[src/rtl/fewc_defs.svh]
// Register offsets, field positions, reset values and codes of the flash erase/write control.
`ifndef FEWC_DEFS_SVH
`define FEWC_DEFS_SVH
`define FEWC_OFF_ERASE_TRIGGER 16'h0094
`define FEWC_OFF_FLASH_CONTROL 16'h00B2
`define FEWC_OFF_ERASE_PAGE_SELECT 16'h00B7
`define FEWC_OFF_FLASH_SECURITY 16'h2702
`define FEWC_CODE_PAGE_ERASE 8'h55
`define FEWC_CODE_MASS_ERASE 8'hAA
`define FEWC_ERASE_TRIGGER_RST 8'h00
`define FEWC_PAGE_RST 6'h00
`define FEWC_KEY_RST 4'h0
`define FEWC_KEY_OPEN 4'h2
`define FEWC_CTL_PWE 0
`define FEWC_CTL_MEEN 1
`define FEWC_CTL_PSTWR 2
`define FEWC_CTL_PEND 3
`define FEWC_CTL_PROT 6
`define FEWC_SEC_WRE 1
`define FEWC_SEC_RDE 2
`define FEWC_SEC_KEY_LSB 4
`define FEWC_PAGE_LSB 2
`endif

[src/rtl/fewc_pkg.sv]
// Types shared by both ends of the flash erase/write control.
package fewc_pkg;
   typedef logic [15:0] fewc_addr_t;
   typedef logic [7:0] fewc_byte_t;
   typedef enum logic [1:0] {FEWC_OP_NONE, FEWC_OP_PAGE, FEWC_OP_MASS, FEWC_OP_BYTE} fewc_op_e;
endpackage

[src/rtl/fewc_if.sv]
// Interface between the processor side and the flash control block.
`timescale 1ns/1ps
`default_nettype none
interface fewc_if;
   import fewc_pkg::*;
   logic sfr_wr;
   logic sfr_rd;
   fewc_addr_t sfr_addr;
   fewc_byte_t sfr_wdata;
   fewc_byte_t sfr_rdata;
   logic xmove_wr;
   fewc_addr_t xmove_addr;
   fewc_byte_t xmove_data;
   logic xmove_to_ram;
   modport device (input sfr_wr, sfr_rd, sfr_addr, sfr_wdata, xmove_wr, xmove_addr, xmove_data,
      output sfr_rdata, xmove_to_ram);
   modport host (output sfr_wr, sfr_rd, sfr_addr, sfr_wdata, xmove_wr, xmove_addr, xmove_data,
      input sfr_rdata, xmove_to_ram);
endinterface
`default_nettype wire

[src/rtl/fewc_device.sv]
// Flash erase/write control: the device end.
//
// Behaviour
// - Code 0x55 starts erase of selected page.
// - Code 0xAA mass-erases when armed, debug enabled.
// - Other trigger codes ignored; trigger resets zero.
// - Software re-arms bulk erase before each.
// - Page select bits 7:2 pick page 0-63.
// - Pending posted write shown; further writes dropped.
// - Deferred writes queued, run on engine-busy fall.
// - Deferred off or engine off: write immediately.
// - Select bit steers memory moves to flash.
// - Select bit self-clears after each flash byte.
// - Select bit writes ignored with interrupts enabled.
// - Read permitted bit is inverse of protect.
// - No modification unless key field equals 2.
// - Read-only external write permitted status bit.
//
// Added by the designer: the address-and-strobe port.
`include "fewc_defs.svh"
`timescale 1ns/1ps
`default_nettype none
module fewc_device (
   input wire logic CLOCK,
   input wire logic RST_N,
   fewc_if.device BUS,
   input wire logic CE_ENABLE,
   input wire logic CE_BUSY,
   input wire logic CODE_PROTECT,
   input wire logic DEBUG_PORT_ENABLE,
   input wire logic IRQ_ENABLED,
   output logic FLASH_PAGE_ERASE,
   output logic FLASH_MASS_ERASE,
   output logic [5:0] FLASH_ERASE_PAGE,
   output logic FLASH_BYTE_WRITE,
   output fewc_pkg::fewc_addr_t FLASH_WRITE_ADDR,
   output fewc_pkg::fewc_byte_t FLASH_WRITE_DATA,
   output logic EXT_WRITE_PERMITTED
);
   import fewc_pkg::*;

   logic [7:0] erase_trigger;
   logic [5:0] erase_page_select;
   logic bulk_erase_arm;
   logic deferred_write_enable;
   logic program_space_write_select;
   logic posted_write_waiting;
   logic [3:0] modify_key;
   logic ce_busy_q;
   fewc_addr_t queued_addr;
   fewc_byte_t queued_data;
   fewc_byte_t next_rdata;
   logic key_open;
   logic ce_busy_fall;
   logic byte_request;
   logic posting;
   logic wr_trig;
   logic wr_ctl;

   function automatic logic hit(input fewc_addr_t a, input fewc_addr_t off);
      return a == off;
   endfunction

   assign wr_trig = BUS.sfr_wr && hit(BUS.sfr_addr, `FEWC_OFF_ERASE_TRIGGER);
   assign wr_ctl = BUS.sfr_wr && hit(BUS.sfr_addr, `FEWC_OFF_FLASH_CONTROL);
   assign key_open = modify_key == `FEWC_KEY_OPEN;
   assign ce_busy_fall = ce_busy_q && !CE_BUSY;
   assign BUS.xmove_to_ram = !program_space_write_select;
   assign byte_request = BUS.xmove_wr && program_space_write_select && key_open &&
      !posted_write_waiting;
   assign posting = deferred_write_enable && CE_ENABLE;
   assign EXT_WRITE_PERMITTED = key_open && !CODE_PROTECT;

   always_ff @(posedge CLOCK or negedge RST_N) begin
      if (!RST_N) begin
         ce_busy_q <= 1'b0;
      end else begin
         ce_busy_q <= CE_BUSY;
      end
   end

   // Trigger register keeps the last code written; the code acts only in its write cycle.
   always_ff @(posedge CLOCK or negedge RST_N) begin
      if (!RST_N) begin
         erase_trigger <= `FEWC_ERASE_TRIGGER_RST;
      end else if (wr_trig) begin
         erase_trigger <= BUS.sfr_wdata;
      end
   end

   always_ff @(posedge CLOCK or negedge RST_N) begin
      if (!RST_N) begin
         erase_page_select <= `FEWC_PAGE_RST;
         modify_key <= `FEWC_KEY_RST;
         deferred_write_enable <= 1'b0;
      end else if (BUS.sfr_wr) begin
         if (hit(BUS.sfr_addr, `FEWC_OFF_ERASE_PAGE_SELECT)) begin
            erase_page_select <= BUS.sfr_wdata[7:`FEWC_PAGE_LSB];
         end
         if (hit(BUS.sfr_addr, `FEWC_OFF_FLASH_SECURITY)) begin
            modify_key <= BUS.sfr_wdata[7:`FEWC_SEC_KEY_LSB];
         end
         if (hit(BUS.sfr_addr, `FEWC_OFF_FLASH_CONTROL)) begin
            deferred_write_enable <= BUS.sfr_wdata[`FEWC_CTL_PSTWR];
         end
      end
   end

   // Arm bit is consumed by any mass erase trigger, so it never outlives one attempt.
   always_ff @(posedge CLOCK or negedge RST_N) begin
      if (!RST_N) begin
         bulk_erase_arm <= 1'b0;
      end else if (wr_ctl) begin
         bulk_erase_arm <= BUS.sfr_wdata[`FEWC_CTL_MEEN];
      end else if (wr_trig && BUS.sfr_wdata == `FEWC_CODE_MASS_ERASE) begin
         bulk_erase_arm <= 1'b0;
      end
   end

   always_ff @(posedge CLOCK or negedge RST_N) begin
      if (!RST_N) begin
         program_space_write_select <= 1'b0;
      end else if (byte_request) begin
         program_space_write_select <= 1'b0;
      end else if (wr_ctl && !IRQ_ENABLED) begin
         program_space_write_select <= BUS.sfr_wdata[`FEWC_CTL_PWE];
      end
   end

   always_ff @(posedge CLOCK or negedge RST_N) begin
      if (!RST_N) begin
         posted_write_waiting <= 1'b0;
         queued_addr <= 16'h0000;
         queued_data <= 8'h00;
      end else if (byte_request && posting) begin
         posted_write_waiting <= 1'b1;
         queued_addr <= BUS.xmove_addr;
         queued_data <= BUS.xmove_data;
      end else if (posted_write_waiting && (ce_busy_fall || !posting)) begin
         posted_write_waiting <= 1'b0;
      end
   end

   always_ff @(posedge CLOCK or negedge RST_N) begin
      if (!RST_N) begin
         FLASH_BYTE_WRITE <= 1'b0;
         FLASH_WRITE_ADDR <= 16'h0000;
         FLASH_WRITE_DATA <= 8'h00;
      end else if (byte_request && !posting) begin
         FLASH_BYTE_WRITE <= 1'b1;
         FLASH_WRITE_ADDR <= BUS.xmove_addr;
         FLASH_WRITE_DATA <= BUS.xmove_data;
      end else if (posted_write_waiting && (ce_busy_fall || !posting)) begin
         FLASH_BYTE_WRITE <= 1'b1;
         FLASH_WRITE_ADDR <= queued_addr;
         FLASH_WRITE_DATA <= queued_data;
      end else begin
         FLASH_BYTE_WRITE <= 1'b0;
      end
   end

   always_ff @(posedge CLOCK or negedge RST_N) begin
      if (!RST_N) begin
         FLASH_PAGE_ERASE <= 1'b0;
         FLASH_MASS_ERASE <= 1'b0;
         FLASH_ERASE_PAGE <= `FEWC_PAGE_RST;
      end else begin
         FLASH_PAGE_ERASE <= wr_trig && key_open && BUS.sfr_wdata == `FEWC_CODE_PAGE_ERASE;
         FLASH_MASS_ERASE <= wr_trig && key_open && bulk_erase_arm && DEBUG_PORT_ENABLE &&
            BUS.sfr_wdata == `FEWC_CODE_MASS_ERASE;
         if (wr_trig && BUS.sfr_wdata == `FEWC_CODE_PAGE_ERASE) begin
            FLASH_ERASE_PAGE <= erase_page_select;
         end
      end
   end

   always_comb begin
      next_rdata = 8'h00;
      if (hit(BUS.sfr_addr, `FEWC_OFF_FLASH_CONTROL)) begin
         next_rdata[`FEWC_CTL_PROT] = CODE_PROTECT;
         next_rdata[`FEWC_CTL_PEND] = posted_write_waiting;
         next_rdata[`FEWC_CTL_PSTWR] = deferred_write_enable;
         next_rdata[`FEWC_CTL_PWE] = program_space_write_select;
      end else if (hit(BUS.sfr_addr, `FEWC_OFF_FLASH_SECURITY)) begin
         next_rdata[7:`FEWC_SEC_KEY_LSB] = modify_key;
         next_rdata[`FEWC_SEC_RDE] = !CODE_PROTECT;
         next_rdata[`FEWC_SEC_WRE] = EXT_WRITE_PERMITTED;
      end
   end

   // Write-only registers and unmapped addresses read as zero.
   always_ff @(posedge CLOCK or negedge RST_N) begin
      if (!RST_N) begin
         BUS.sfr_rdata <= 8'h00;
      end else if (BUS.sfr_rd) begin
         BUS.sfr_rdata <= next_rdata;
      end else begin
         BUS.sfr_rdata <= 8'h00;
      end
   end
endmodule
`default_nettype wire

[src/flat_wrapper.sv]
// flat-port wrapper written by rule: the top's interface ports become plain ports
module fewc_device_flat import fewc_pkg::*;
  (CLOCK, RST_N, CE_ENABLE, CE_BUSY, CODE_PROTECT, DEBUG_PORT_ENABLE, IRQ_ENABLED, FLASH_PAGE_ERASE, FLASH_MASS_ERASE, FLASH_ERASE_PAGE, FLASH_BYTE_WRITE, FLASH_WRITE_ADDR, FLASH_WRITE_DATA, EXT_WRITE_PERMITTED, BUS_sfr_wr, BUS_sfr_rd, BUS_sfr_addr, BUS_sfr_wdata, BUS_xmove_wr, BUS_xmove_addr, BUS_xmove_data, BUS_sfr_rdata, BUS_xmove_to_ram);
  fewc_if BUS_i ();
  input wire logic CLOCK;
  input wire logic RST_N;
  input wire logic CE_ENABLE;
  input wire logic CE_BUSY;
  input wire logic CODE_PROTECT;
  input wire logic DEBUG_PORT_ENABLE;
  input wire logic IRQ_ENABLED;
  output logic FLASH_PAGE_ERASE;
  output logic FLASH_MASS_ERASE;
  output logic [5:0] FLASH_ERASE_PAGE;
  output logic FLASH_BYTE_WRITE;
  output fewc_pkg::fewc_addr_t FLASH_WRITE_ADDR;
  output fewc_pkg::fewc_byte_t FLASH_WRITE_DATA;
  output logic EXT_WRITE_PERMITTED;
  input wire logic [$bits(BUS_i.sfr_wr)-1:0] BUS_sfr_wr;
  input wire logic [$bits(BUS_i.sfr_rd)-1:0] BUS_sfr_rd;
  input wire logic [$bits(BUS_i.sfr_addr)-1:0] BUS_sfr_addr;
  input wire logic [$bits(BUS_i.sfr_wdata)-1:0] BUS_sfr_wdata;
  input wire logic [$bits(BUS_i.xmove_wr)-1:0] BUS_xmove_wr;
  input wire logic [$bits(BUS_i.xmove_addr)-1:0] BUS_xmove_addr;
  input wire logic [$bits(BUS_i.xmove_data)-1:0] BUS_xmove_data;
  output wire logic [$bits(BUS_i.sfr_rdata)-1:0] BUS_sfr_rdata;
  output wire logic [$bits(BUS_i.xmove_to_ram)-1:0] BUS_xmove_to_ram;
  assign BUS_i.sfr_wr = BUS_sfr_wr;
  assign BUS_i.sfr_rd = BUS_sfr_rd;
  assign BUS_i.sfr_addr = BUS_sfr_addr;
  assign BUS_i.sfr_wdata = BUS_sfr_wdata;
  assign BUS_i.xmove_wr = BUS_xmove_wr;
  assign BUS_i.xmove_addr = BUS_xmove_addr;
  assign BUS_i.xmove_data = BUS_xmove_data;
  assign BUS_sfr_rdata = BUS_i.sfr_rdata;
  assign BUS_xmove_to_ram = BUS_i.xmove_to_ram;
  fewc_device u_core (.CLOCK(CLOCK), .RST_N(RST_N), .BUS(BUS_i), .CE_ENABLE(CE_ENABLE), .CE_BUSY(CE_BUSY), .CODE_PROTECT(CODE_PROTECT), .DEBUG_PORT_ENABLE(DEBUG_PORT_ENABLE), .IRQ_ENABLED(IRQ_ENABLED), .FLASH_PAGE_ERASE(FLASH_PAGE_ERASE), .FLASH_MASS_ERASE(FLASH_MASS_ERASE), .FLASH_ERASE_PAGE(FLASH_ERASE_PAGE), .FLASH_BYTE_WRITE(FLASH_BYTE_WRITE), .FLASH_WRITE_ADDR(FLASH_WRITE_ADDR), .FLASH_WRITE_DATA(FLASH_WRITE_DATA), .EXT_WRITE_PERMITTED(EXT_WRITE_PERMITTED));
endmodule
[config.mk]
export PLATFORM = sky130hd
export DESIGN_NAME = fewc_device_flat
export DESIGN_NICKNAME = d
export VERILOG_FILES = /design/src/rtl/fewc_pkg.sv /design/src/rtl/fewc_if.sv /design/src/rtl/fewc_device.sv /design/src/flat_wrapper.sv
export VERILOG_INCLUDE_DIRS = /design/src /design/src/rtl
export SDC_FILE = /design/constraint.sdc
export NUM_CORES = 1
export LEC_CHECK = 0
export ABC_AREA = 1
export BUFFER_PORTS_ARGS = -buffer_cell sky130_fd_sc_hd__clkbuf_2
export CORE_AREA = 2 2 129 119
export CTS_CLUSTER_DIAMETER = 30
export DETAILED_ROUTE_END_ITERATION = 6
export DIE_AREA = 0 0 131 121
export SLEW_MARGIN = 10
export SYNTH_ARGS = -nofsm -noshare
export SYNTH_HDL_FRONTEND = slang
export SYNTH_SLANG_ARGS = --single-unit
[constraint.sdc]
create_clock -name CLOCK -period 1.4 [get_ports CLOCK]
set_clock_uncertainty 0.1 [all_clocks]
set_input_delay 0.35 -clock CLOCK [delete_from_list [all_inputs] [get_ports CLOCK]]
set_output_delay 0.35 -clock CLOCK [all_outputs]
set_load 0.01 [all_outputs]
======== After elaboration in Yosys (flattened, before gate mapping) ========
Cells that the tools add are included.
word-level totals
  register bits ........................... 80
  bits of input ports ..................... 58
  output and inout bits ................... 43
  logic and storage cells ................. 78
operators by class
  eq/ne operators ......................... 7
  multiplexer cells ....................... 22
  reductions and logical operators ........ 33
operators by type and width
  operator                number
  $eq A16 B8 Y1 const B   3
  $mux W16                2
  $mux W8                 3
  $logic_and A1 B1 Y1     19
  $eq A16 B14 Y1 const B  1
  $mux W1                 14
  $eq A8 B7 Y1 const B    1
  $eq A8 B8 Y1 const B    1
  $reduce_bool A2 Y1      4
  $logic_not A1 Y1        6
  $reduce_and A2 Y1       3
  $eq A4 B2 Y1 const B    1
  $mux W2                 2
  $mux W4                 1
  $logic_or A1 B1 Y1      1

======== Logic depth before layout (Yosys ltp) ========
  depth after elaboration ................. 6
  depth in mapped cells ................... 9
  mapped depth without buffers ............ 9

======== Worst setup path after synthesis ========
OpenSTA, ideal clock, no wires.
  path type ............................... reg-to-reg
  start point ............................. register u_core.modify_key[2]
  end point ............................... register u_core.queued_addr[15]
  arrival ................................. 1276 ps
  required time ........................... 1184 ps
  path slack .............................. -92 ps
  stages on the path, launching flop included .. 10
  path through ............................ dfrtp_1 inv_1 nand2_2 nor3_4 nand2_4 nor2_8 inv_6 buf_8 nand2_1 nand2_1
on the way
  longest elaborated chain between the ends .. 4
ends and longest elaborated chain
  what                               line                RTL
  start, declared                    fewc_device.sv:48   logic [3:0] modify_key;
  start signal, assigned             fewc_device.sv:94   modify_key <= `FEWC_KEY_RST;
  start signal, assigned             fewc_device.sv:101  modify_key <= BUS.sfr_wdata[7:`FEWC_SEC_KEY_LSB];
  $eq A4 B2 Y1 (no source line)      -
  $logic_and A1 B1 Y1 (2 in series)  fewc_device.sv:69   assign byte_request = BUS.xmove_wr && program_space_write_select && key_open &&
  $logic_and A1 B1 Y1                fewc_device.sv:135  end else if (byte_request && posting) begin
  end signal, assigned               fewc_device.sv:137  queued_addr <= BUS.xmove_addr;
  end, declared                      fewc_device.sv:50   fewc_addr_t queued_addr;
No other way between the ends.
A chain may end at the register's enable or synchronous reset.

======== Worst setup path in the final report ========
  start point ............................. register u_core.modify_key[2]
  end point ............................... output EXT_WRITE_PERMITTED
on the way
  longest elaborated chain between the ends .. 2
ends and longest elaborated chain
  what                           line                RTL
  $eq A4 B2 Y1 (no source line)  -
  $logic_and A1 B1 Y1            fewc_device.sv:72   assign EXT_WRITE_PERMITTED = key_open && !CODE_PROTECT;
  end, declared                  flat_wrapper.sv:18  output logic EXT_WRITE_PERMITTED;
No other way between the ends.

==> out/summary.txt <==
Final ANT Viol Nets -> 0
All-layer global routing usage -> 0.129
Die area -> 15900 µm²
RSZ-0062 raised after global routing -> yes
Iter 0 DRT Violations -> 193
Cells after Synth -> 414
Startpoint types -> flop
Violated checks -> negative setup slack
Via density -> 4.29
Fin. Hold Viols -> 0
Sw Share -> 0.219
Comb power frac -> 0.048
Drt drc -> 0
Net Switching -> 1.08 mW
Crit path required time -> 950 ps
Syn_area_per_cell -> 8.62 µm²
Wire per inst -> 13.3 µm
Min Tclk post-route -> 1720 ps
Pwr dens -> 902 nW/µm²
IO Port Bufs -> 100
# Max-Cap Violations -> 0
Max IR drop VDD -> 0.561 mV
Seq cells post-synth -> 80
Cell internal pwr -> 3.84 mW
Number of CTS-inserted buffers -> 9
First-pass GRT wire length -> 15500 µm
Layout area overhead -> 52.6%
Vias in the first global route -> 3215
# rows -> 42
Worst-path clk slew -> 60 ps
Final setup vio count -> 53
Util after Layout -> 0.377
Syn nets -> 472
Post-Syn Area -> 3570 µm²
Ant diodes -> 0
Seq/Total Area, Yosys -> 0.561
DP Worst Slack -> -231 ps
Total number of vias -> 3277
Core area -> 14500 µm²
First-pass DRT Iterations -> 4
Layout net count -> 620
Die Span Y -> 121 µm
Fmax -> 581 MHz
Root Buffer -> clkbuf_16
Clock Latency Late Sink -> 340 ps
GPL Wtd Cong -> 0.799
IO Pins -> 101
Die Wd -> 131 µm
Worst r2r src -> u_core.modify_key[2]$_DFFE_PN0P_
R2R Setup Slk -> -300 ps
Crit path to -> EXT_WRITE_PERMITTED
Worst Tran Pin Value -> 341 ps
Synth unique cells -> 26
Setup WS post-layout -> -322 ps
Hold crit path type -> in2reg
Bufs on Longest Clock Path -> 2
Crit Path Category -> reg2out
Warnings from Yosys -> 0
H-tree Lvls -> 3
Total Wirelength -> 10200 µm
CTS tree -> yes
Relative slew slack -> 0.773
Final slew viol count -> 0
R2r endpoint -> u_core.FLASH_WRITE_DATA[5]$_DFFE_PN0P_
GR Overflow Total -> 0
CP Data Arrival Time -> 1270 ps
CTS sink count -> 80
Clock network power share -> 0.481
Starting Density -> 0.247
Worst Path Max Fanout -> 2
Number of cells on the worst reg-to-reg path -> 9
Layout cells sized above 1 -> 0.433
Initial antenna violation count -> 0
Status -> finished, violations left
Flop pwr share -> 0.471
Leakage -> 2.94 nW
Setup crit end kind -> output port
Post-DP HPWL -> 7290 µm
Crit share post-route -> 1.23
Largest net degree at the start of global routing -> 28
Launch point of the critical path -> u_core.modify_key[2]$_DFFE_PN0P_
==> state kept, by name, indices dropped and copies added (netlist names) <==
name	count
u_core.queued_addr	16
u_core.FLASH_MASS_ERASE	1
u_core.FLASH_ERASE_PAGE	6
u_core.posted_write_waiting	1
u_core.deferred_write_enable	1
u_core.modify_key	4
u_core.erase_page_select	6
u_core.ce_busy_q	1
u_core.bulk_erase_arm	1
u_core.queued_data	8
u_core.FLASH_WRITE_DATA	8
u_core.FLASH_BYTE_WRITE	1
u_core.program_space_write_select	1
u_core.FLASH_WRITE_ADDR	16
u_core.FLASH_PAGE_ERASE	1
u_core.BUS.sfr_rdata	8
==> worst min-delay path by stage <==
stage	startpoint	to	slack, ps	depth (start not counted)
detailed placement	RST_N	u_core.deferred_write_enable$_DFFE_PN0P_	180	1
finish	CE_BUSY	u_core.ce_busy_q$_DFF_PN0_	30	1
global route	CE_BUSY	u_core.ce_busy_q$_DFF_PN0_	20	1
global placement	RST_N	u_core.BUS.sfr_rdata[4]$_DFF_PN0_	180	1
floorplan	RST_N	u_core.BUS.sfr_rdata[0]$_DFF_PN0_	-50	0
CTS	CE_BUSY	u_core.ce_busy_q$_DFF_PN0_	20	1
==> cell usage after synthesis, drive strengths merged <==
cell type / count / area, µm²
nand3: 60 / 313
o21ai: 13 / 68.8
nor2: 31 / 148
nor3: 4 / 47.5
nand4: 15 / 93.8
buf: 13 / 109
nand3b: 1 / 7.51
inv: 28 / 110
nand2: 168 / 663
a21oi: 1 / 5.00
dfrtp: 80 / 2000
==> through the flow <==
stage               instances  total power [mW]  area [µm²]  setup TNS [ps]  hold slack [ps]
floorplan                 414              2.39        3680           -2080            -45.6
global placement          741              2.59        4700           -7290              182
detailed placement        741              2.60        4700          -11040              184
CTS                       758              4.97        5050          -10870             18.0
global route              764              5.11        5450          -17840             22.7
finish                    764              4.91        5450          -13470             30.3
==> cell type report <==
class                   count  area, µm²
fillers                  1468       9010
flip-flops and latches     80       2000
clock inverters             5       57.6
clock buffers              10        239
well taps                 198        248
inverters                  28        125
repair buffers            150       1050
multi-input cells         293       1720
==> repair_timing <==
item                                   4_1_cts  5_1_grt
pin swaps                                    1       13
cloned                                       0        2
buffers inserted                             1        6
gates resized for setup                     13       59
setup endpoints to repair                   52       54
endpoints found under the hold margin       20        0
hold buffers                                 1        0
==> logic make-up (layout without fill, tap and decap cells) <==
family,Yosys count,count (layout),share of synthesized area
and+or+nand+nor,279,279,0.357
buffers and inverters,41,193,0.0614
AOI/OAI and AO/OA,14,14,0.0207
DFF,80,80,0.561
==> metal layers <==
metal | global-route usage | vias up | part of all wire
met5 | 0 | - | 0
met4 | 0.0685 | 0 | 0.023
met3 | 0.0265 | 15 | 0.045
met2 | 0.208 | 95 | 0.49
met1 | 0.162 | 1543 | 0.45
li1 | - | 1624 | -
==> layout by cell type (no fill, tap or decap), drive strengths merged <==
cell type      n
nand2        168
clkbuf       109
dfrtp         80
nand3         60
buf           50
nor2          31
inv           27
nand4         15
o21ai         13
clkinv         5
nor3           4
nand3b         1
a21oi          1
bufinv         1
dlygate4sd3    1
==> power groups by stage <==
stage	logic (mW)	registers, mW	clock network, mW
floorplan	0.0331	2.36	0
global placement	0.233	2.36	0
detailed placement	0.239	2.36	0
CTS	0.241	2.31	2.41
global route	0.267	2.31	2.53
finish	0.237	2.31	2.36
==> worst max-delay path, cell delays in order (launching register included) <==
cell     delay (ps)
dfrtp_1         380
inv_1            70
nand2_2          60
nor3_4          140
inv_2            80
nor2_4          100
buf_6           110
Note: power is estimated with default switching activity, not from simulation.
